--- src/aop_consts.svh ---
// Constants for the oversampling, limit and power block
`ifndef AOP_CONSTS_SVH
`define AOP_CONSTS_SVH
`define AOP_HIST_DEPTH      8
`define AOP_NATIVE_W        16
`define AOP_BOOST_BITS      2
`define AOP_OSR_W           3
`define AOP_OSR_OFF         3'h0
`define AOP_OSR_2           3'h1
`define AOP_OSR_4           3'h2
`define AOP_OSR_8           3'h3
`define AOP_SEQ_LAT         2
`define AOP_CONV_NS         240
`define AOP_CLK_NS          20
`define AOP_CONV_CYC        ((`AOP_CONV_NS + `AOP_CLK_NS - 1) / `AOP_CLK_NS)
`define AOP_NORM_GAP_NS     300
`define AOP_NORM_GAP_CYC    ((`AOP_NORM_GAP_NS + `AOP_CLK_NS - 1) / `AOP_CLK_NS)
`define AOP_FIFO_DEPTH      16
`endif

--- src/aop_pkg.sv ---
// Types for the oversampling, limit and power block
package aop_pkg;
	typedef enum logic [2:0] {
		AOP_IDLE,
		AOP_WAIT,
		AOP_CONV,
		AOP_GAP,
		AOP_DONE
	} aop_state_e;
endpackage : aop_pkg

--- src/aop_fifo.sv ---
// Result FIFO with valid/ready on both sides
`timescale 1ns/1ps
module aop_fifo #(
	parameter int WIDTH = 40,
	parameter int DEPTH = 16
) (
	// Clock and reset
	input  wire logic             core_clk,
	input  wire logic             resetn,
	// Fill side
	input  wire logic             in_valid,
	output logic                  in_ready,
	input  wire logic [WIDTH-1:0] in_data,
	// Drain side
	output logic                  out_valid,
	input  wire logic             out_ready,
	output logic      [WIDTH-1:0] out_data
);
	localparam int AW = $clog2(DEPTH);
	logic [WIDTH-1:0] mem [DEPTH];
	logic [AW-1:0]    wr_ptr;
	logic [AW-1:0]    rd_ptr;
	logic [AW:0]      count;
	logic             push;
	logic             pop;

	assign in_ready  = (count != (AW+1)'(DEPTH));
	assign out_valid = (count != '0);
	assign out_data  = mem[rd_ptr];
	assign push      = in_valid && in_ready;
	assign pop       = out_valid && out_ready;

	always_ff @(posedge core_clk) begin
		if (push)
			mem[wr_ptr] <= in_data;
	end

	always_ff @(posedge core_clk or negedge resetn) begin
		if (!resetn) begin
			wr_ptr <= '0;
			rd_ptr <= '0;
			count  <= '0;
		end else begin
			if (push)
				wr_ptr <= (wr_ptr == AW'(DEPTH-1)) ? '0 : wr_ptr + 1'b1;
			if (pop)
				rd_ptr <= (rd_ptr == AW'(DEPTH-1)) ? '0 : rd_ptr + 1'b1;
			count <= count + (AW+1)'(push) - (AW+1)'(pop);
		end
	end

	a_fifo_no_over: assert property (@(posedge core_clk) disable iff (!resetn)
		count <= (AW+1)'(DEPTH))
		else $error("fifo count above depth");
endmodule : aop_fifo

--- src/aop_filter.sv ---
`timescale 1ns/1ps
`include "aop_consts.svh"
module aop_filter
	import aop_pkg::*;
#(
	parameter int NW    = `AOP_NATIVE_W,
	parameter int OW    = `AOP_NATIVE_W + `AOP_BOOST_BITS,
	parameter int DEPTH = `AOP_HIST_DEPTH
) (
	// Clock and reset
	input  wire logic          core_clk,
	input  wire logic          resetn,
	// Serial framing from the host
	input  wire logic          cs_n,
	input  wire logic          sclk,
	// Converter results, ready after each conversion
	input  wire logic [NW-1:0] conv_a,
	input  wire logic [NW-1:0] conv_b,
	// Configuration
	input  wire logic [2:0]    oversample_ratio_field,
	input  wire logic          averaging_mode_select,
	input  wire logic          resolution_boost_enable,
	input  wire logic          channel_sequencer_enable,
	input  wire logic          reference_source_select,
	input  wire logic          serial_output_lane_select,
	input  wire logic          limit_flag_enable,
	input  wire logic          power_down_select,
	input  wire logic          soft_reset,
	input  wire logic          hard_reset,
	input  wire logic [NW-1:0] upper_limit,
	input  wire logic [NW-1:0] lower_limit,
	// Converter control
	output logic               sample_hold,
	output logic               mux_select,
	output logic               analog_power_down,
	// Results stream
	output logic               result_valid,
	input  wire logic          result_ready,
	output logic [2*OW-1:0]    result_data,
	output logic               result_boosted,
	// Status
	output logic [3:0]         limit_status,
	output logic               flag_out,
	output logic               flag_oe_n,
	output logic               sclk_edge
);
	logic [1:0]       cs_sync;
	logic [1:0]       sclk_sync;
	logic             cs_prev;
	logic             sclk_prev;
	logic             cs_fall;
	aop_state_e       state;
	logic [7:0]       timer;
	logic [3:0]       samples_left;
	logic [1:0]       seq_wait;
	logic             ref_prev;
	logic             need_fill;
	logic [NW-1:0]    hist_a [DEPTH];
	logic [NW-1:0]    hist_b [DEPTH];
	logic [NW+3:0]    norm_sum_a;
	logic [NW+3:0]    norm_sum_b;
	logic [NW+3:0]    sum_a;
	logic [NW+3:0]    sum_b;
	logic [1:0]       shift;
	logic             os_valid;
	logic             rolling;
	logic             boost;
	logic [OW-1:0]    avg_a;
	logic [OW-1:0]    avg_b;
	logic             fifo_ready;
	logic             push;
	logic             sw_reset;

	assign cs_fall  = cs_prev && !cs_sync[1];
	assign sw_reset = soft_reset || hard_reset;
	assign os_valid = (oversample_ratio_field == `AOP_OSR_2) ||
		(oversample_ratio_field == `AOP_OSR_4) ||
		(oversample_ratio_field == `AOP_OSR_8);
	assign rolling  = os_valid && averaging_mode_select;
	assign boost    = resolution_boost_enable && os_valid;
	assign shift    = os_valid ? oversample_ratio_field[1:0] : 2'h0;

	// ****************************************
	// Pin synchronisers
	// ****************************************
	always_ff @(posedge core_clk or negedge resetn) begin
		if (!resetn) begin
			cs_sync   <= 2'h3;
			sclk_sync <= 2'h0;
			cs_prev   <= 1'b1;
			sclk_prev <= 1'b0;
			sclk_edge <= 1'b0;
		end else begin
			cs_sync   <= {cs_sync[0], cs_n};
			sclk_sync <= {sclk_sync[0], sclk};
			cs_prev   <= cs_sync[1];
			sclk_prev <= sclk_sync[1];
			// Interface stays alive while powered down
			sclk_edge <= !cs_sync[1] && sclk_sync[1] && !sclk_prev;
		end
	end

	// ****************************************
	// Conversion sequencing
	// ****************************************
	always_ff @(posedge core_clk or negedge resetn) begin
		if (!resetn) begin
			state        <= AOP_IDLE;
			timer        <= 8'h0;
			samples_left <= 4'h0;
			seq_wait     <= 2'h0;
			sample_hold  <= 1'b0;
			mux_select   <= 1'b0;
		end else if (sw_reset) begin
			state       <= AOP_IDLE;
			sample_hold <= 1'b0;
			mux_select  <= 1'b0;
		end else begin
			case (state)
			AOP_IDLE: begin
				// Only a chip-select fall may begin work
				if (cs_fall && !power_down_select) begin
					samples_left <= (os_valid && !rolling) ?
						(4'h1 << shift) : 4'h1;
					if (channel_sequencer_enable && os_valid) begin
						seq_wait <= 2'(`AOP_SEQ_LAT);
						state    <= AOP_WAIT;
					end else begin
						sample_hold <= 1'b1;
						timer       <= 8'(`AOP_CONV_CYC);
						state       <= AOP_CONV;
					end
				end
			end
			AOP_WAIT: begin
				seq_wait <= seq_wait - 2'h1;
				if (seq_wait == 2'h1) begin
					sample_hold <= 1'b1;
					timer       <= 8'(`AOP_CONV_CYC);
					state       <= AOP_CONV;
				end
			end
			AOP_CONV: begin
				timer <= timer - 8'h1;
				if (timer == 8'h1) begin
					sample_hold  <= 1'b0;
					samples_left <= samples_left - 4'h1;
					timer        <= 8'(`AOP_NORM_GAP_CYC);
					state        <= (samples_left == 4'h1) ?
						AOP_DONE : AOP_GAP;
				end
			end
			AOP_GAP: begin
				// Internally timed extra samples in normal averaging
				timer <= timer - 8'h1;
				if (timer == 8'h1) begin
					sample_hold <= 1'b1;
					timer       <= 8'(`AOP_CONV_CYC);
					state       <= AOP_CONV;
				end
			end
			AOP_DONE: begin
				if (fifo_ready) begin
					if (channel_sequencer_enable)
						mux_select <= !mux_select;
					state <= AOP_IDLE;
				end
			end
			default: state <= AOP_IDLE;
			endcase
		end
	end

	// ****************************************
	// History and averaging
	// ****************************************
	always_ff @(posedge core_clk or negedge resetn) begin
		if (!resetn) begin
			ref_prev  <= 1'b0;
			need_fill <= 1'b1;
		end else begin
			ref_prev <= reference_source_select;
			if (sw_reset || ref_prev != reference_source_select)
				need_fill <= 1'b1;
			else if (state == AOP_CONV && timer == 8'h1)
				need_fill <= 1'b0;
		end
	end

	genvar gi;
	generate
		for (gi = 0; gi < DEPTH; gi++) begin : g_hist
			always_ff @(posedge core_clk or negedge resetn) begin
				if (!resetn) begin
					hist_a[gi] <= '0;
					hist_b[gi] <= '0;
				end else if (state == AOP_CONV && timer == 8'h1) begin
					// Shift on every result, so ratio changes need no refill
					if (need_fill || gi == 0) begin
						hist_a[gi] <= conv_a;
						hist_b[gi] <= conv_b;
					end else begin
						// Index clamp keeps entry 0 from naming entry -1
						hist_a[gi] <= hist_a[(gi == 0) ? 0 : gi-1];
						hist_b[gi] <= hist_b[(gi == 0) ? 0 : gi-1];
					end
				end
			end
		end
	endgenerate

	always_ff @(posedge core_clk or negedge resetn) begin
		if (!resetn) begin
			norm_sum_a <= '0;
			norm_sum_b <= '0;
		end else if (state == AOP_IDLE) begin
			norm_sum_a <= '0;
			norm_sum_b <= '0;
		end else if (state == AOP_CONV && timer == 8'h1) begin
			norm_sum_a <= norm_sum_a + (NW+4)'(conv_a);
			norm_sum_b <= norm_sum_b + (NW+4)'(conv_b);
		end
	end

	always_comb begin
		sum_a = '0;
		sum_b = '0;
		for (int i = 0; i < DEPTH; i++) begin
			if (i < (1 << shift)) begin
				sum_a = sum_a + (NW+4)'(hist_a[i]);
				sum_b = sum_b + (NW+4)'(hist_b[i]);
			end
		end
		if (!rolling) begin
			sum_a = os_valid ? norm_sum_a : (NW+4)'(hist_a[0]);
			sum_b = os_valid ? norm_sum_b : (NW+4)'(hist_b[0]);
		end
		// Shift keeps two fraction bits for boost
		avg_a = OW'(({sum_a, 2'h0}) >> shift);
		avg_b = OW'(({sum_b, 2'h0}) >> shift);
		if (!boost) begin
			avg_a = OW'(avg_a >> `AOP_BOOST_BITS);
			avg_b = OW'(avg_b >> `AOP_BOOST_BITS);
		end
	end

	assign push = (state == AOP_DONE);

	aop_fifo #(
		.WIDTH (2*OW),
		.DEPTH (`AOP_FIFO_DEPTH)
	) u_fifo (
		.core_clk  (core_clk),
		.resetn    (resetn),
		.in_valid  (push),
		.in_ready  (fifo_ready),
		.in_data   ({avg_a, avg_b}),
		.out_valid (result_valid),
		.out_ready (result_ready),
		.out_data  (result_data)
	);

	// ****************************************
	// Limits, flag pin and power
	// ****************************************
	always_ff @(posedge core_clk or negedge resetn) begin
		if (!resetn) begin
			limit_status      <= 4'h0;
			flag_out          <= 1'b0;
			flag_oe_n         <= 1'b1;
			result_boosted    <= 1'b0;
			analog_power_down <= 1'b0;
		end else begin
			analog_power_down <= power_down_select;
			flag_oe_n <= !(serial_output_lane_select && limit_flag_enable);
			if (push && fifo_ready) begin
				// One shared limit pair, any averaging mode
				limit_status <= {avg_b > OW'({upper_limit, 2'h0} >> 2'(2 - 2*boost)),
					avg_b < OW'({lower_limit, 2'h0} >> 2'(2 - 2*boost)),
					avg_a > OW'({upper_limit, 2'h0} >> 2'(2 - 2*boost)),
					avg_a < OW'({lower_limit, 2'h0} >> 2'(2 - 2*boost))};
				flag_out <= (avg_a > OW'({upper_limit, 2'h0} >> 2'(2 - 2*boost))) ||
					(avg_a < OW'({lower_limit, 2'h0} >> 2'(2 - 2*boost))) ||
					(avg_b > OW'({upper_limit, 2'h0} >> 2'(2 - 2*boost))) ||
					(avg_b < OW'({lower_limit, 2'h0} >> 2'(2 - 2*boost)));
				result_boosted <= boost;
			end else begin
				if (sw_reset)
					limit_status <= 4'h0;
				if (cs_fall)
					flag_out <= 1'b0;
			end
		end
	end

	a_start_on_fall: assert property (@(posedge core_clk) disable iff (!resetn)
		($rose(sample_hold) && $past(state) == AOP_IDLE) |-> $past(cs_fall))
		else $error("conversion began without chip-select fall");
	a_seq_wait_two: assert property (@(posedge core_clk) disable iff (!resetn)
		(state == AOP_IDLE && cs_fall && !power_down_select && !sw_reset &&
		channel_sequencer_enable && os_valid) |=> (state == AOP_WAIT) [*2])
		else $error("sequencer wait not two cycles");
	a_pd_no_conv: assert property (@(posedge core_clk) disable iff (!resetn)
		(state == AOP_IDLE && power_down_select) |=> state != AOP_CONV)
		else $error("conversion while powered down");
	a_flag_clear_cs: assert property (@(posedge core_clk) disable iff (!resetn)
		(cs_fall && !(push && fifo_ready)) |=> !flag_out)
		else $error("flag not cleared on chip-select fall");
	a_status_swreset: assert property (@(posedge core_clk) disable iff (!resetn)
		(sw_reset && !(push && fifo_ready)) |=> limit_status == 4'h0)
		else $error("status not cleared on reset");
	a_fill_after_ref: assert property (@(posedge core_clk) disable iff (!resetn)
		(ref_prev != reference_source_select) |=> need_fill)
		else $error("history fill not armed");
	a_shift_each_conv: assert property (@(posedge core_clk) disable iff (!resetn)
		(state == AOP_CONV && timer == 8'h1) |=> hist_a[0] == $past(conv_a))
		else $error("result not shifted into history");
	a_oe_follows_en: assert property (@(posedge core_clk) disable iff (!resetn)
		(serial_output_lane_select && limit_flag_enable) [*2] |-> !flag_oe_n)
		else $error("flag pin not driven when enabled");

	c_rolling_done: cover property (@(posedge core_clk) disable iff (!resetn)
		push && rolling);
	c_normal_done: cover property (@(posedge core_clk) disable iff (!resetn)
		push && os_valid && !rolling);
	c_flag_set: cover property (@(posedge core_clk) disable iff (!resetn)
		$rose(flag_out));
	c_seq_toggle: cover property (@(posedge core_clk) disable iff (!resetn)
		$rose(mux_select));
endmodule : aop_filter

--- config.mk ---
export PLATFORM = sky130hd
export DESIGN_NAME = aop_filter
export DESIGN_NICKNAME = d
export VERILOG_FILES = /design/src/aop_pkg.sv /design/src/aop_fifo.sv /design/src/aop_filter.sv
export VERILOG_INCLUDE_DIRS = /design/src
export SDC_FILE = /design/constraint.sdc
export NUM_CORES = 2
export LEC_CHECK = 0
export BUFFER_PORTS_ARGS = -buffer_cell sky130_fd_sc_hd__buf_2
export CAP_MARGIN = 20
export CORE_MARGIN = 4
export CORE_UTILIZATION = 25
export CTS_CLUSTER_SIZE = 14
export DETAILED_ROUTE_END_ITERATION = 10
export PLACE_DENSITY = 0.45
export SYNTH_ARGS = -nofsm -noshare
export SYNTH_HDL_FRONTEND = slang
export SYNTH_HIERARCHICAL = 1
export SYNTH_SLANG_ARGS = --single-unit
export TNS_END_PERCENT = 50
--- constraint.sdc ---
create_clock -name core_clk -period 13.15 [get_ports core_clk]
set_input_delay 0.6575 -clock core_clk [delete_from_list [all_inputs] [get_ports core_clk]]
set_output_delay 0.6575 -clock core_clk [all_outputs]
set_load 0.1 [all_outputs]
# After elaboration in Yosys (flattened, before gate mapping)
# Memory sizes are Yosys's and may differ from the RTL's.
# Cells that the tools add are included.
word_totals:
  n_memories: 1
  ff_bits: 345
  latch_bits: 0
  in_bits: 81
  wordCells: 236
  output_inout_bits: 48
  rom_bits: 0
  ram_bits: 576
mem_list:
  columns: ["memory", "words", "width", "read_ports", "rd_clocked_by_memory_dff", "wr", "line", "source"]
  rows:
  - ["u_fifo.mem", 16, 36, 1, 0, 1, "aop_fifo.sv:20", "logic [WIDTH-1:0] mem [DEPTH];"]
classes:
  mux: 84
  n_addsub: 24
  shift: 6
  bitwise: 1
  order_cmp: 12
  multipliers: 0
  n_eq_ne: 25
  reduce_logical: 44
  n_div: 0
ops:
  columns: ["op", "n"]
  rows:
  - ["two-way mux 20 bit", 22]
  - ["adder 20 x 16 -> 20 bit", 16]
  - ["two-way mux 16 bit", 16]
  - ["< comparator 4 x 32 -> 1 bit (first input constant)", 4]
  - ["< comparator 3 x 32 -> 1 bit (first input constant)", 2]
  - ["right shift 22 x 2 -> 18 bit", 2]
  - ["two-way mux 8 bit", 5]
  - ["> comparator 18 bit", 2]
  - ["< comparator 18 bit", 2]
  - ["two-way mux 18 bit", 2]
  - ["right shift 18 x 2 -> 18 bit", 2]
  - ["< comparator 1 x 32 -> 1 bit (first input constant)", 1]
  - ["< comparator 2 x 32 -> 1 bit (first input constant)", 1]
  - ["case mux 8 bit (4 select lines)", 1]
  - ["left shift 1 x 2 -> 32 bit (first input constant)", 1]
  - ["two-way mux 4 bit", 7]
  - ["two-way mux 3 bit", 7]
  - ["nonzero test 2 bit", 9]
  - ["two-way mux 1 bit", 16]
  - ["inequality test 3 bit (second input constant)", 5]
  - ["case mux 3 bit (5 select lines)", 1]
  - ["equality test 3 x 2 -> 1 bit (second input constant)", 4]
  - ["logical AND 1 bit", 12]
  - ["AND reduction 5 bit", 2]
  - ["other kinds (32)", 54]

# Logic depth before layout (Yosys ltp)
logic_depth:
  ltp_word: 29
  ltp_mapped: 69
  mapped_depth_nobuf: 64

# Modules after synthesis
# The synthesis kept the hierarchy.
modules_own_cells:
  columns: ["mod", "seq_area_each_um2", "area_per_inst_um2", "cells_per_inst", "instances"]
  rows:
  - ["aop_filter", 8264.2, 32347.3, 3994, 1]
  - ["aop_fifo", 17621.9, 22839.4, 1127, 1]

# Worst setup path after synthesis
# Ideal clock, no wire load.
synth_timing:
  path_type: "input port to flip-flop"
  start: "input port oversample_ratio_field[0]"
  end: "register flag_out"
  path_buffers: 6
  setup_slack_ns: 0.330
  stages: 60
  setup_time_ns: 0.126
  t_arrival_ns: 12.693
  cell_sequence: "clkbuf_1 -> buf_2 -> nor2_1 -> nor2_1 -> clkbuf_1 -> clkbuf_1 -> clkbuf_1 -> clkbuf_1 -> nand2_1 -> nand2_1 -> ha_1 -> fa_1 -> o21a_1 -> inv_1 -> fa_1 -> a221oi_1 -> inv_1 -> fa_1 -> [24 not listed] -> or3_1 -> or3_1 -> nand3_1 -> a211oi_1 -> or3_1 -> a311oi_2 -> a21o_1 -> o21ai_1 -> a21oi_1 -> ha_1 -> and4_1 -> a221oi_1 -> o21ai_0 -> a21oi_1 -> nor2b_1 -> o21ai_0 -> a31oi_1 -> a311o_1"
synth_between:
  word_cells_on_any_way: 66
synth_lines:
  columns: ["item", "line", "source"]
  rows:
  - ["start, declared", "aop_filter.sv:20", "input wire logic [2:0] oversample_ratio_field,"]
  - ["equality test 3 x 1 -> 1 bit (no source line) / equality test 3 x 2 -> 1 bit (equally long branches)", null, null]
  - ["logical OR 1 bit (2 in series)", "aop_filter.sv:76", "assign os_valid = (oversample_ratio_field == `AOP_OSR_2) ||"]
  - ["two-way mux 2 bit", "aop_filter.sv:81", "assign shift = os_valid ? oversample_ratio_field[1:0] : 2'h0;"]
  - ["left shift 1 x 2 -> 32 bit", "aop_filter.sv:229", "if (i < (1 << shift)) begin"]
  - ["< comparator 1 x 32 -> 1 bit", "aop_filter.sv:229", null]
  - ["two-way mux 16 bit", "aop_filter.sv:229", null]
  - ["adder 20 x 16 -> 20 bit", "aop_filter.sv:231", "sum_b = sum_b + (NW+4)'(hist_b[i]);"]
  - ["two-way mux 20 bit", "aop_filter.sv:229", null]
  - ["[12 not listed]", null, null]
  - ["two-way mux 20 bit", "aop_filter.sv:234", "if (!rolling) begin"]
  - ["right shift 22 x 2 -> 18 bit", "aop_filter.sv:240", "avg_b = OW'(({sum_b, 2'h0}) >> shift);"]
  - ["two-way mux 18 bit *", "aop_filter.sv:241", "if (!boost) begin"]
  - ["named net avg_b[13]", "aop_filter.sv:69", "logic [OW-1:0] avg_b;"]
  - ["> comparator 18 bit", "aop_filter.sv:284", "(avg_b > OW'({upper_limit, 2'h0} >> 2'(2 - 2*boost))) ||"]
  - ["logical OR 1 bit", "aop_filter.sv:283", "(avg_a < OW'({lower_limit, 2'h0} >> 2'(2 - 2*boost))) ||"]
  - ["logical OR 1 bit *", "aop_filter.sv:284", null]
  - ["two-way mux 1 bit *", "aop_filter.sv:276", "if (push && fifo_ready) begin"]
  - ["end signal, assigned", "aop_filter.sv:282", "flag_out <= (avg_a > OW'({upper_limit, 2'h0} >> 2'(2 - 2*boost))) ||"]
  - ["end, declared", "aop_filter.sv:43", "output logic flag_out,"]
# Mark *: on every way through the listed nets, which the timed path passes. The rest lies on a longest branch.
# A chain may end at the register's enable or synchronous reset.

# Worst setup path after layout
layout_timing:
  start: "register hist_a[112] (netlist bit)"
  end: "register flag_out"
layout_between:
  elab_chain_cells: 23
  word_cells_on_any_way: 25
layout_lines:
  columns: ["item", "line", "source"]
  rows:
  - ["start, declared", "aop_filter.sv:58", "logic [NW-1:0] hist_a [DEPTH];"]
  - ["start signal, assigned by index", "aop_filter.sv:200", "hist_a[gi] <= conv_a;"]
  - ["start signal, assigned by index", "aop_filter.sv:204", "hist_a[gi] <= hist_a[(gi == 0) ? 0 : gi-1];"]
  - ["two-way mux 16 bit", "aop_filter.sv:229", null]
  - ["adder 20 x 16 -> 20 bit", "aop_filter.sv:230", "sum_a = sum_a + (NW+4)'(hist_a[i]);"]
  - ["two-way mux 20 bit", "aop_filter.sv:229", null]
  - ["adder 20 x 16 -> 20 bit", "aop_filter.sv:230", null]
  - ["two-way mux 20 bit", "aop_filter.sv:229", null]
  - ["adder 20 x 16 -> 20 bit", "aop_filter.sv:230", null]
  - ["two-way mux 20 bit", "aop_filter.sv:229", null]
  - ["adder 20 x 16 -> 20 bit", "aop_filter.sv:230", null]
  - ["[8 not listed]", null, null]
  - ["right shift 22 x 2 -> 18 bit *", "aop_filter.sv:239", "avg_a = OW'(({sum_a, 2'h0}) >> shift);"]
  - ["two-way mux 18 bit *", "aop_filter.sv:241", null]
  - ["named net avg_a[17]", "aop_filter.sv:68", "logic [OW-1:0] avg_a;"]
  - ["> comparator 18 bit / < comparator 18 bit (equally long branches)", "aop_filter.sv:282, aop_filter.sv:283", null]
  - ["logical OR 1 bit *", "aop_filter.sv:282", null]
  - ["logical OR 1 bit *", "aop_filter.sv:283", null]
  - ["logical OR 1 bit *", "aop_filter.sv:284", null]
  - ["two-way mux 1 bit *", "aop_filter.sv:276", null]
# Marked as above.

==> run summary <==
CLOCK NETWORK
------------------------------------------------------------------------------------------
Number of buffers created by CTS                                                       112
Level count of the clock H-tree                                                          3
Max clock buf depth                                                                      3
Source-to-sink clock delay at the later pin of the worst-skew pair                 0.78 ns
Clock edge transition at the registers on the reported setup and hold paths        0.06 ns
Buffer cell driving the clock tree root                                       sky130_fd_sc_hd__clkbuf_16
Number of clock sinks                                                                  919
TritonCTS clock tree                                                                  done

GLOBAL ROUTING
------------------------------------------------------------------------------------------
Total GRT Usage                                                                      0.158
Aggregate global routing overflow                                                        0
Largest net degree at the start of global routing                                      132
Global-route wire length before repair                                           275000 µm
Vias in the first global route                                                       40900
Antenna violations before repair                                                        39

POWER
------------------------------------------------------------------------------------------
Areal power density over the cells                                              154 mW/mm²
Post-layout total power                                                            9.79 mW
Worst ir drop on vdd                                                                141 µV
Leakage Power                                                                      25.0 nW

LOGIC SYNTHESIS
------------------------------------------------------------------------------------------
Number of synthesized flops with an enable pin                                         576
Avg Synthesized Cell Area                                                         10.8 µm²
Number of distinct library cells after synthesis                                       100
Async set-or-reset flop fraction in the synthesized netlist                          0.373
Synthesis Warnings                                                                       6
Sequential element share of the synthesized area                                     0.469
Post-synthesis cell area                                                        0.0552 mm²
Dominant register cell in the synthesized netlist                             sky130_fd_sc_hd__edfxtp_1
Number of instances in the synthesized netlist                                        5121
Post-synthesis register bit count                                                      919
Total nets after synthesis                                                            5563

DIE
------------------------------------------------------------------------------------------
Number of cell rows                                                                    172
Die width                                                                           478 µm
Die footprint                                                                    0.228 mm²
Total I/O pin count                                                                    129
Floorplan die height                                                                478 µm
Area of the core                                                                 0.220 mm²
Initial core utilization                                                             0.251

STA
------------------------------------------------------------------------------------------
Number of hold violations in the final report                                            0
Post-route worst hold slack                                                      0.0650 ns
Final count of pins violating max slew                                                   0
Worst clock skew                                                                 0.0484 ns
Final setup violation count                                                              0
Worst-margin pin slew                                                              1.12 ns
Setup TNS                                                                             0 ns
Post-route fraction of the period consumed by the critical path                      0.947
Fmax                                                                              80.3 MHz
Time the worst path needs with I/O delays and setup                               12.45 ns
Slew Limit Headroom                                                                  0.250

PLACED DESIGN
------------------------------------------------------------------------------------------
Routability congestion estimate from global placement                                0.859
Detailed Place HPWL                                                              127000 µm
Placed instance area                                                            0.0595 mm²
Buffers added on ports                                                                 128

DRT
------------------------------------------------------------------------------------------
Number of detailed-routing iterations run before antenna repair                          5
Average vias per placed instance                                                      4.94
Number of violations reported at the end of detailed-routing iteration 0              2817
Final antenna-violating net count                                                        0
DR WL/cell                                                                         22.3 µm
Vias post-DR                                                                         40900
DRC violations left                                                                      0
Overall routed net length                                                        185000 µm

CRITICAL PATH
------------------------------------------------------------------------------------------
Maximum single-stage delay on the critical path                                    0.46 ns
Worst R2R End                                                                     flag_out
Slowest library cell on the worst path                                        sky130_fd_sc_hd__a2111o_1
Category of the worst setup path launch point                                    flip-flop
Type of the setup path with the least slack                                   flip-flop to flip-flop
Flop-to-flop setup slack                                                           0.70 ns
Kind of end point of the critical path                                           flip-flop
Arrival time at the worst endpoint                                                13.09 ns
Highest fanout seen on the critical path                                                 6
Crit path capture                                                                 flag_out
Critical R2R Launch                                                            hist_a[112]
Most common cell on crit path                                                 sky130_fd_sc_hd__ha_1
Worst setup path startpoint                                                    hist_a[112]
CP Data Required Time                                                             13.79 ns
Number of cells traversed by the worst register-to-register path                        61

LAYOUT
------------------------------------------------------------------------------------------
Layout-stage area growth over the synthesis result                                   15.3%
Layout cells sized above 1                                                           0.126
Layout Cell Area excl Fill                                                      0.0636 mm²
Net count reported at finish                                                          5661
Leading cell types in the layout, fill and taps excluded                      sky130_fd_sc_hd__edfxtp_1, sky130_fd_sc_hd__a21oi_1, sky130_fd_sc_hd__mux2i_1
Most common library cell in the layout ignoring fill and taps                 sky130_fd_sc_hd__edfxtp_1

OUTCOME
------------------------------------------------------------------------------------------
Status                                                                        finished clean

MIN PATH
------------------------------------------------------------------------------------------
Type of the worst min-delay path                                              input port to flip-flop

RUN
------------------------------------------------------------------------------------------
Max Cap Violations                                                                       0

final cells by class:
cell class	count	area, µm²
diodes	11	27.5
repair buffers	266	1730
clock inverters	67	816
fillers	22800	156000
well taps	2958	3700
flip-flops and latches	919	25900
multi-input cells	3784	28000
clock buffers	140	2960
inverters	136	510
critical path: cells and delay by family (launching register included):
kind	cells	cell delay, ns
compound gates	27	4.68
xor+xnor	5	0.68
fa+ha+maj	9	2.96
buf+inv	2	0.17
flops	1	0.38
mux	2	0.55
simple gates	16	2.88
state kept, by name, indices dropped and copies added (netlist names), 2 cells and up:
name / count
timer: 8
u_fifo/mem: 576
state: 3
limit_status: 4
u_fifo/count: 5
norm_sum_b: 19
hist_b: 128
u_fifo/wr_ptr: 4
samples_left: 4
hist_a: 128
sclk_sync: 2
seq_wait: 2
norm_sum_a: 19
cs_sync: 2
u_fifo/rd_ptr: 4
logic make-up (layout without fill, tap and decap cells):
group	after synthesis	after routing	synth area share
mux	525	525	0.112
xor+xnor	198	198	0.0321
fa+ha+maj	361	361	0.0842
simple gates	1206	1206	0.0984
flops	919	919	0.469
buf+inv	418	609	0.0311
compound gates	1494	1494	0.173
other cells	0	11	0
synthesized netlist by cell type, drive strengths merged (15+ instances only):
library cell / count / area (µm²)
clkbuf: 227 / 852
xor2: 82 / 726
fa: 17 / 340
nand3: 88 / 440
a311oi: 15 / 144
nor3: 48 / 245
mux2: 17 / 195
dfrtp: 338 / 8460
o21a: 57 / 428
o211ai: 29 / 218
a21o: 141 / 1060
nor2: 424 / 1590
a31oi: 34 / 228
edfxtp: 576 / 17300
buf: 55 / 355
nand4: 18 / 113
a21oi: 481 / 2410
a22oi: 42 / 315
o21bai: 22 / 188
or3: 21 / 136
o31ai: 45 / 352
and2: 32 / 200
o21ai: 327 / 1640
or2: 24 / 150
and3: 30 / 188
a21boi: 38 / 285
ha: 344 / 4300
nor3b: 15 / 113
xnor2: 114 / 998
inv: 134 / 503
a221oi: 79 / 692
nand2b: 42 / 263
nand2: 386 / 1450
nor2b: 46 / 288
mux2i: 436 / 4370
mux4: 72 / 1620
a211oi: 52 / 395
metrics by stage:
stage,cells,setup WS (ns),util
finish,8281,0.698,0.290
global placement,8047,0.0305,0.271
global route,8277,-0.0166,0.290
CTS,8261,0.00284,0.288
detailed placement,8048,-0.257,0.271
floorplan,5121,0.330,-
where the power goes:
group | leakage, nW | internal [mW] | switching [mW]
combinational | 14.6 | 0.994 | 2.35
sequential | 8.53 | 3.17 | 0.0897
clock | 1.81 | 1.86 | 1.34
total | 25.0 | 6.02 | 3.77
layer usage:
metal	vias up	GRT usage	share of wire	wire (µm)
met5	-	0	0.00029	54
met1	20500	0.206	0.44	82300
li1	19400	-	-	-
met2	806	0.272	0.49	90600
met4	8	0.0417	0.023	4330
met3	251	0.0226	0.042	7780
worst min path at each step:
stage                 startpoint           endpoint  cells after the start
3_5_place_dp        sclk_sync[0]       sclk_sync[1]                      0
3_3_place_gp        sclk_sync[0]       sclk_sync[1]                      0
5_1_grt        power_down_select  analog_power_down                      1
2_1_floorplan       sclk_sync[0]       sclk_sync[1]                      0
6_report       power_down_select  analog_power_down                      1
4_1_cts        power_down_select  analog_power_down                      1
repair_timing:
item                                    CTS  global route
pin swaps                                 0            13
cloned                                    0             0
hold buffers                              6             0
buffers inserted                          0             9
resized for setup                         7            64
hold endpoints to repair                 88             0
endpoints found under the setup margin    2             5
No activity file was read; power rests on OpenSTA's default activity.
